===== src/hw/psd_params.svh =====
// Purpose: Constants of the paged register address decoder
// Assumes: 8-bit direct address and bit address from the core
// Notes: Every address and page value, and the page selector reset value, live here
`ifndef PSD_PARAMS_SVH
`define PSD_PARAMS_SVH

////////////////////////////////////////////////////////////////////////
// Address space
`define PSD_SFR_BASE 8'h80
`define PSD_IRAM_BIT_BASE 8'h20
`define PSD_PAGE_REG_ADDR 8'hA7
`define PSD_BIT_COL_MASK 3'h0

////////////////////////////////////////////////////////////////////////
// Page selector
`define PSD_PAGE_RESET 8'h00
`define PSD_PAGE_ZERO 8'h00
`define PSD_PAGE_F 8'h0F

////////////////////////////////////////////////////////////////////////
// Common registers, decoded on every page
`define PSD_ADR_P0 8'h80
`define PSD_ADR_SP 8'h81
`define PSD_ADR_DPL 8'h82
`define PSD_ADR_DPH 8'h83
`define PSD_ADR_P1 8'h90
`define PSD_ADR_P2 8'hA0
`define PSD_ADR_IE 8'hA8
`define PSD_ADR_CLKSEL 8'hA9
`define PSD_ADR_PSW 8'hD0
`define PSD_ADR_ACC 8'hE0
`define PSD_ADR_EIE1 8'hE6
`define PSD_ADR_EIE2 8'hE7
`define PSD_ADR_B 8'hF0

////////////////////////////////////////////////////////////////////////
// Holes on page zero
`define PSD_HOLE0_A 8'hB4
`define PSD_HOLE0_B 8'hE5

////////////////////////////////////////////////////////////////////////
// Registers that exist only on page 0xF
`define PSD_PF_TOFFL 8'h85
`define PSD_PF_TOFFH 8'h86
`define PSD_PF_CRC_DAT 8'h91
`define PSD_PF_CRC_CN 8'h92
`define PSD_PF_CRC_IN 8'h93
`define PSD_PF_CRC_FLIP 8'h95
`define PSD_PF_CRC_AUTO 8'h96
`define PSD_PF_CRC_CNT 8'h97
`define PSD_PF_P0DRV 8'hA4
`define PSD_PF_P1DRV 8'hA5
`define PSD_PF_P2DRV 8'hA6
`define PSD_PF_ADC_PWR 8'hBA
`define PSD_PF_ADC_TK 8'hBD

`endif


===== src/hw/psd_pkg.sv =====
// Purpose: Types of the paged register address decoder
// Assumes: Nothing
// Notes: Constants are in psd_params.svh
package psd_pkg;

   // Which physical bank a decoded register address lands in
   typedef enum logic [1:0]
   {
      PSD_KIND_COMMON = 2'h0,
      PSD_KIND_PAGE0 = 2'h1,
      PSD_KIND_PAGEF = 2'h3,
      PSD_KIND_RESERVED = 2'h2
   } psd_kind_e;

   typedef logic [7:0] psd_addr_t;

endpackage : psd_pkg


===== src/hw/psd_map_lookup.sv =====
// Purpose: Classify a register address under the current page
// Assumes: Address already known to be in the upper half
// Notes: Purely combinational
`include "psd_params.svh"

module psd_map_lookup
(
   input wire logic [7:0] i_addr,
   input wire logic [7:0] i_page,
   output psd_pkg::psd_kind_e o_kind
);

   ////////////////////////////////////////////////////////////////////
   // Membership functions

   function automatic logic is_common(input logic [7:0] a);
      is_common = (a == `PSD_ADR_P0) || (a == `PSD_ADR_SP) ||
         (a == `PSD_ADR_DPL) || (a == `PSD_ADR_DPH) ||
         (a == `PSD_ADR_P1) || (a == `PSD_ADR_P2) ||
         (a == `PSD_ADR_IE) || (a == `PSD_ADR_CLKSEL) ||
         (a == `PSD_ADR_PSW) || (a == `PSD_ADR_ACC) ||
         (a == `PSD_ADR_EIE1) || (a == `PSD_ADR_EIE2) ||
         (a == `PSD_ADR_B) || (a == `PSD_PAGE_REG_ADDR);
   endfunction : is_common

   function automatic logic is_page0_hole(input logic [7:0] a);
      is_page0_hole = (a == `PSD_HOLE0_A) || (a == `PSD_HOLE0_B);
   endfunction : is_page0_hole

   function automatic logic is_pagef(input logic [7:0] a);
      is_pagef = (a == `PSD_PF_TOFFL) || (a == `PSD_PF_TOFFH) ||
         (a == `PSD_PF_CRC_DAT) || (a == `PSD_PF_CRC_CN) ||
         (a == `PSD_PF_CRC_IN) || (a == `PSD_PF_CRC_FLIP) ||
         (a == `PSD_PF_CRC_AUTO) || (a == `PSD_PF_CRC_CNT) ||
         (a == `PSD_PF_P0DRV) || (a == `PSD_PF_P1DRV) ||
         (a == `PSD_PF_P2DRV) || (a == `PSD_PF_ADC_PWR) ||
         (a == `PSD_PF_ADC_TK);
   endfunction : is_pagef

   ////////////////////////////////////////////////////////////////////
   // Selection

   wire logic common_hit;
   wire logic page0_sel;
   wire logic pagef_sel;

   assign common_hit = is_common(i_addr);
   assign page0_sel = (i_page == `PSD_PAGE_ZERO);
   assign pagef_sel = (i_page == `PSD_PAGE_F);

   assign o_kind =
      common_hit ? psd_pkg::PSD_KIND_COMMON :
      (page0_sel && !is_page0_hole(i_addr)) ? psd_pkg::PSD_KIND_PAGE0 :
      (pagef_sel && is_pagef(i_addr)) ? psd_pkg::PSD_KIND_PAGEF :
      psd_pkg::PSD_KIND_RESERVED;

endmodule : psd_map_lookup


===== src/hw/psd_decoder.sv =====
// Purpose: Paged special register address decoder with page selector
// Assumes: Core presents one direct or bit access per valid cycle
// Notes: All decode results appear one clock after the request
//
// Summary of operation
// - Direct accesses to 0x80..0xFF go to register space, not RAM.
// - Addresses ending in 0x0 or 0x8 take bit and byte accesses.
// - Other addresses take only byte accesses; no bit lands there.
// - The page selector resets to zero so page 0x0 is targeted.
// - An 8-bit read/write page register picks the page used.
// - The page register sits at 0xA7 and decodes on every page.
// - Common registers decode the same whatever the page.
// - One address reaches different registers on different pages.
// - Page-0xF-only registers are reached only with page 0xF set.
`include "psd_params.svh"

module psd_decoder
(
   input wire logic i_mclk,
   input wire logic i_rst,
   input wire logic i_acc_valid,
   input wire logic i_acc_write,
   input wire logic i_acc_bit,
   input wire logic [7:0] i_acc_addr,
   input wire logic [7:0] i_acc_wdata,
   output logic o_iram_sel,
   output logic [7:0] o_iram_addr,
   output logic o_sfr_sel,
   output psd_pkg::psd_kind_e o_sfr_kind,
   output logic [7:0] o_sfr_addr,
   output logic o_bit_sel,
   output logic [2:0] o_bit_index,
   output logic o_write,
   output logic [7:0] o_wdata,
   output logic o_reserved,
   output logic o_own_rdata_valid,
   output logic [7:0] o_own_rdata,
   output logic [7:0] o_register_page_select
);

   ////////////////////////////////////////////////////////////////////
   // Address formation

   wire logic upper_half;
   wire logic [7:0] byte_addr;
   wire logic [7:0] iram_bit_addr;
   wire logic sfr_hit;
   wire logic iram_hit;

   assign upper_half = i_acc_addr[7];
   // Bit address: byte register with low three bits cleared
   assign byte_addr = i_acc_bit ?
      {i_acc_addr[7:3], `PSD_BIT_COL_MASK} : i_acc_addr;
   assign iram_bit_addr = `PSD_IRAM_BIT_BASE + {4'h0, i_acc_addr[6:3]};
   assign sfr_hit = i_acc_valid && upper_half;
   assign iram_hit = i_acc_valid && !upper_half;

   ////////////////////////////////////////////////////////////////////
   // Page lookup

   logic [7:0] page_q;
   logic [7:0] page_d;
   psd_pkg::psd_kind_e kind;

   psd_map_lookup psd_map_lookup_i
   (
      .i_addr(byte_addr),
      .i_page(page_q),
      .o_kind(kind)
   );

   wire logic page_reg_hit;
   wire logic page_wr;
   wire logic rsv_hit;
   wire logic live_wr;

   assign page_reg_hit = sfr_hit &&
      (byte_addr == `PSD_PAGE_REG_ADDR);
   assign page_wr = page_reg_hit && i_acc_write && !i_acc_bit;
   assign rsv_hit = sfr_hit && (kind == psd_pkg::PSD_KIND_RESERVED);
   assign live_wr = i_acc_valid && i_acc_write && !rsv_hit;
   assign page_d = page_wr ? i_acc_wdata : page_q;

   ////////////////////////////////////////////////////////////////////
   // Page selector

   always_ff @(posedge i_mclk or posedge i_rst)
   begin
      if (i_rst)
      begin
         page_q <= `PSD_PAGE_RESET;
      end
      else
      begin
         page_q <= page_d;
      end
   end

   ////////////////////////////////////////////////////////////////////
   // Next values of the registered outputs

   wire logic [7:0] iram_addr_d;
   wire logic sfr_sel_d;
   wire logic bit_sel_d;
   wire logic [2:0] bit_index_d;
   wire logic write_d;

   // Bit accesses below register space land in the bit-addressable RAM
   assign iram_addr_d = i_acc_bit ? iram_bit_addr : i_acc_addr;
   assign sfr_sel_d = sfr_hit && !rsv_hit;
   assign bit_sel_d = i_acc_valid && i_acc_bit;
   assign bit_index_d = i_acc_addr[2:0];
   assign write_d = live_wr;

   ////////////////////////////////////////////////////////////////////
   // Route selects

   always_ff @(posedge i_mclk or posedge i_rst)
   begin
      if (i_rst)
      begin
         o_iram_sel <= 1'b0;
         o_sfr_sel <= 1'b0;
         o_reserved <= 1'b0;
      end
      else
      begin
         o_iram_sel <= iram_hit;
         o_sfr_sel <= sfr_sel_d;
         o_reserved <= rsv_hit;
      end
   end

   ////////////////////////////////////////////////////////////////////
   // Register address and kind

   always_ff @(posedge i_mclk or posedge i_rst)
   begin
      if (i_rst)
      begin
         o_iram_addr <= 8'h00;
         o_sfr_kind <= psd_pkg::PSD_KIND_RESERVED;
         o_sfr_addr <= 8'h00;
      end
      else
      begin
         o_iram_addr <= iram_addr_d;
         o_sfr_kind <= kind;
         o_sfr_addr <= byte_addr;
      end
   end

   ////////////////////////////////////////////////////////////////////
   // Bit fields

   always_ff @(posedge i_mclk or posedge i_rst)
   begin
      if (i_rst)
      begin
         o_bit_sel <= 1'b0;
         o_bit_index <= 3'h0;
      end
      else
      begin
         o_bit_sel <= bit_sel_d;
         o_bit_index <= bit_index_d;
      end
   end

   ////////////////////////////////////////////////////////////////////
   // Write path

   always_ff @(posedge i_mclk or posedge i_rst)
   begin
      if (i_rst)
      begin
         o_write <= 1'b0;
         o_wdata <= 8'h00;
      end
      else
      begin
         o_write <= write_d;
         o_wdata <= i_acc_wdata;
      end
   end

   ////////////////////////////////////////////////////////////////////
   // Read data owned by this block

   wire logic own_rd;
   wire logic [7:0] own_rd_val;

   assign own_rd = i_acc_valid && !i_acc_write &&
      (page_reg_hit || rsv_hit);
   // Page register reads back; reserved reads return zero
   assign own_rd_val = page_reg_hit ? page_q : 8'h00;

   always_ff @(posedge i_mclk or posedge i_rst)
   begin
      if (i_rst)
      begin
         o_own_rdata_valid <= 1'b0;
         o_own_rdata <= 8'h00;
      end
      else
      begin
         o_own_rdata_valid <= own_rd;
         o_own_rdata <= own_rd_val;
      end
   end

   ////////////////////////////////////////////////////////////////////
   // Outside copy of the page selector, one edge after each write

   always_ff @(posedge i_mclk or posedge i_rst)
   begin
      if (i_rst)
      begin
         o_register_page_select <= `PSD_PAGE_RESET;
      end
      else
      begin
         o_register_page_select <= page_d;
      end
   end

endmodule : psd_decoder


===== config.mk =====
export PLATFORM = sky130hd
export DESIGN_NAME = psd_decoder
export DESIGN_NICKNAME = d
export VERILOG_FILES = /design/src/hw/psd_pkg.sv /design/src/hw/psd_map_lookup.sv /design/src/hw/psd_decoder.sv
export VERILOG_INCLUDE_DIRS = /design/src /design/src/hw
export SDC_FILE = /design/constraint.sdc
export NUM_CORES = 1
export LEC_CHECK = 0
export BUFFER_PORTS_ARGS = -buffer_cell sky130_fd_sc_hd__buf_2
export CAP_MARGIN = 30
export CORE_MARGIN = 4
export CORE_UTILIZATION = 30
export DETAILED_ROUTE_END_ITERATION = 10
export SLEW_MARGIN = 10
export SYNTH_ARGS = -nofsm -noshare
export SYNTH_HDL_FRONTEND = slang
export SYNTH_SLANG_ARGS = --single-unit

===== constraint.sdc =====
create_clock -name i_mclk -period 3.1 [get_ports i_mclk]
set_input_delay 0.155 -clock i_mclk [delete_from_list [all_inputs] [get_ports i_mclk]]
set_output_delay 0.155 -clock i_mclk [all_outputs]
set_load 0.005 [all_outputs]

==> qor.csv <==
stage,metric,value,unit
run,Max-Cap Viols,0,
critical_path,CP peak stage delay,0.42,ns
floorplanning,DIE AREA,7570,µm²
yosys,Synth async-reset ratio,100,%
critical_path,"Max FO, Critical Path",19,
clock_network,post-cts resize count,0,
pwr,Pwr Density,473,nW/µm²
grt,first-pass GRT wire length,6730,µm
floorplanning,Die H,87.0,µm
yosys,Post-synth EDFFs,0,
yosys,"top cells by area, synth","dfrtp_1, mux2_2, and2_1, nor2b_1, nor2_1",
critical_path,worst reg2reg path startpoint,page_q[4]$_DFFE_PP0P_,
pwr,static leakage,0.00129,µW
grt,initial antenna violation count,0,
clock_network,"Setup Fix Bufs, Post-CTS",0,
critical_path,Reg2Reg Capture Point,o_own_rdata_valid$_DFF_PP0_,
placement,Post-Place Cells,281,
floorplanning,io pins,72,
worst_hold_path,Hold Crit Class,primary input to flop,
grt,vias in the first global route,1359,
critical_path,register-to-register setup slack,1.48,ns
floorplanning,row count,28,
drt,Final ANT Viol Nets,0,
yosys,Syn Std Cell Area,1870,µm²
drt,drt initial violations,68,
yosys,"area leader, netlist",dfrtp_1,
layout,final core occ,41.5,%
sta,Final Cycle Share,60.0,%
sta,unrepaired setup endpoints after global routing,no,
yosys,Synthesized Nets,160,
sta,Worst-Margin Slew,0.497,ns
layout,sequential cell area,1280,µm²
run_status,status,finished clean,
layout,combined area of the multi-input logic cells,543,µm²
critical_path,R2R cell count,6,
sta,final count of pins violating max slew,0,
sta,Setup Viol. Count Final,0,
critical_path,CP max-delay cell,nor3b_4,
sta,Worst Skew,0.00629,ns
drt,DR pass1 iterations,4,
layout,diode count,0,
layout,Filler cells,564,
yosys,most frequent cell after synthesis,dfrtp_1,
layout,Layout area overhead,32.9,%
drt,DRT Wirelength,4180,µm
clock_network,H-Tree Depth,2,
clock_network,total clock sinks,51,
critical_path,startpoint types,primary input,
layout,layout cells sized above 1,43.5,%
clock_network,cts bufs inserted,5,
yosys,post-synthesis cell type count,35,
placement,port bufs,71,
critical_path,worst setup path class,primary input to flop,
clock_network,clock buffer depth,2,
yosys,YS warnings,0,
yosys,area share of the leading cell type in the synthesized netlist,66.8,%
yosys,syn avg cell area,13.5,µm²
clock_network,"Reg clk slew, reported paths",0.08,ns
sta,Final min period,1.86,ns
critical_path,Crit. Startpoint,i_acc_bit,
sta,Final Hold Viols,0,
sta,setup TNS,0,ns
yosys,Post-Syn Instances,139,
critical_path,Critical Path Sink,page_q[4]$_DFFE_PP0P_,
yosys,Post-synth top cells,"dfrtp_1, nor2_1, and2_1, nor2b_1",
sta,highest achievable clock rate,538,MHz
drt,routed wire length per instance,14.0,µm
grt,largest net degree at the start of global routing,30,
clock_network,CTS tree,yes,
sta,Max-slew headroom,66.8,%
placement,DP HPWL,3040,µm
yosys,"Seq/Total Area, Yosys",68.2,%
layout,Non-Filler Instances,298,
yosys,Yosys reg bits,51,
critical_path,WP data arrival,2.05,ns
floorplanning,Starting Density,31.2,%
critical_path,crit-path cells,buf_2 -> nor3b_2 -> nand2_1 -> nor3_4 -> inv_2 -> nor3b_4 -> mux2_2,
drt,DRC viols,0,
critical_path,Crit path required time,3.29,ns
clock_network,worst skew pair latency,0.30,ns
yosys,Main synth FF type,dfrtp_1,
drt,Vias/cell,4.40,
floorplanning,core area,5990,µm²
pwr,Max rail drop VDD,0.176,mV
placement,gpl congestion,0.800,
clock_network,post-cts hold buffer count,9,
critical_path,crit end category,flop,
layout,Final nets,243,
floorplanning,chip width,87.0,µm
grt,grt ovf,0,
clock_network,clk root buf,clkbuf_8,
drt,vias,1312,
grt,GRT Overall Usage,11.6,%
## cell families (layout without fill, tap and decap cells)
group / count (synthesis) / after routing / synth area share (%)
DFF: 51 / 51 / 68.2
and+or+nand+nor: 48 / 48 / 15.6
AOI/OAI and AO/OA: 20 / 20 / 8.02
buffers and inverters: 11 / 95 / 2.74
muxes: 9 / 9 / 5.35
## power by group
part           internal, µW  leakage, µW  total (µW)  switching, µW
Clock                   158    0.0000412         370            212
Combinational          50.8     0.000604         114           63.0
Sequential              688     0.000645         694           5.72
## worst min path at each step
| stage | startpoint | endpoint | slack, ns | cells past startpoint |
|---|---|---|---|---|
| floorplan | i_acc_addr[0] | o_bit_index[0]$_DFF_PP0_ | 0.19 | 0 |
| global placement | i_acc_wdata[5] | o_wdata[5]$_DFF_PP0_ | 0.28 | 1 |
| detailed placement | i_rst | o_sfr_sel$_DFF_PP0_ | 0.21 | 2 |
| CTS | i_acc_addr[2] | o_bit_index[2]$_DFF_PP0_ | 0.02 | 1 |
| global route | i_acc_addr[2] | o_bit_index[2]$_DFF_PP0_ | 0.02 | 1 |
| finish | i_acc_addr[2] | o_bit_index[2]$_DFF_PP0_ | 0.04 | 1 |
## cells in the final DEF, fill, tap and decap left out, types with 2 or more instances in the layout
master	instances
a21o_1	3
a21oi_1	3
and2_1	9
buf_2	71
clkbuf_8	5
dfrtp_1	50
dlygate4sd3_1	9
inv_1	4
inv_2	2
mux2_2	8
nand2_1	8
nand3b_1	2
nor2_1	10
nor2b_1	9
nor4_1	2
o211ai_1	3
o21ai_0	2
o311ai_0	2
or2_2	2
## cell type report
class | count | share of cell area, %
flip-flops and latches | 51 | 51.4
repair buffers | 81 | 18.7
clock inverters | 2 | 0.503
inverters | 6 | 0.905
clock buffers | 6 | 2.92
multi-input cells | 77 | 21.8
well taps | 75 | 3.77
## layer usage
layer  track usage [%]  vias to the layer above  part of all wire [%]
met5                 0                        -                     0
met2              18.8                       48                    48
li1                  -                      637                     -
met3              2.37                        6                   6.2
met1              15.1                      621                    44
met4              4.96                        0                   1.8
## through the flow
step                hold WS, ns  setup WS [ns]  power [µW]  area [µm²]
finish                   0.0352           1.24        1180        2490
global route             0.0233           1.11        1240        2490
CTS                      0.0236           1.23        1190        2490
detailed placement        0.213          0.891         815        2310
global placement          0.279          0.987         811        2290
floorplan                 0.186           1.34         758        1870
## state kept, by name (all words and copies together) (netlist names)
signal,cells
page_q,8
o_iram_addr,8
o_iram_sel,1
o_bit_index,3
o_sfr_sel,1
o_own_rdata,8
o_wdata,8
o_own_rdata_valid,1
o_bit_sel,1
o_reserved,1
o_sfr_kind,2
o_sfr_addr,8
o_write,1
## worst max-delay path, delay by kind of cell
kind,cells,cell delay [ns]
buf+inv,2,0.32
mux,1,0.38
simple gates,4,1.18
(Power assumes the default switching activity.)
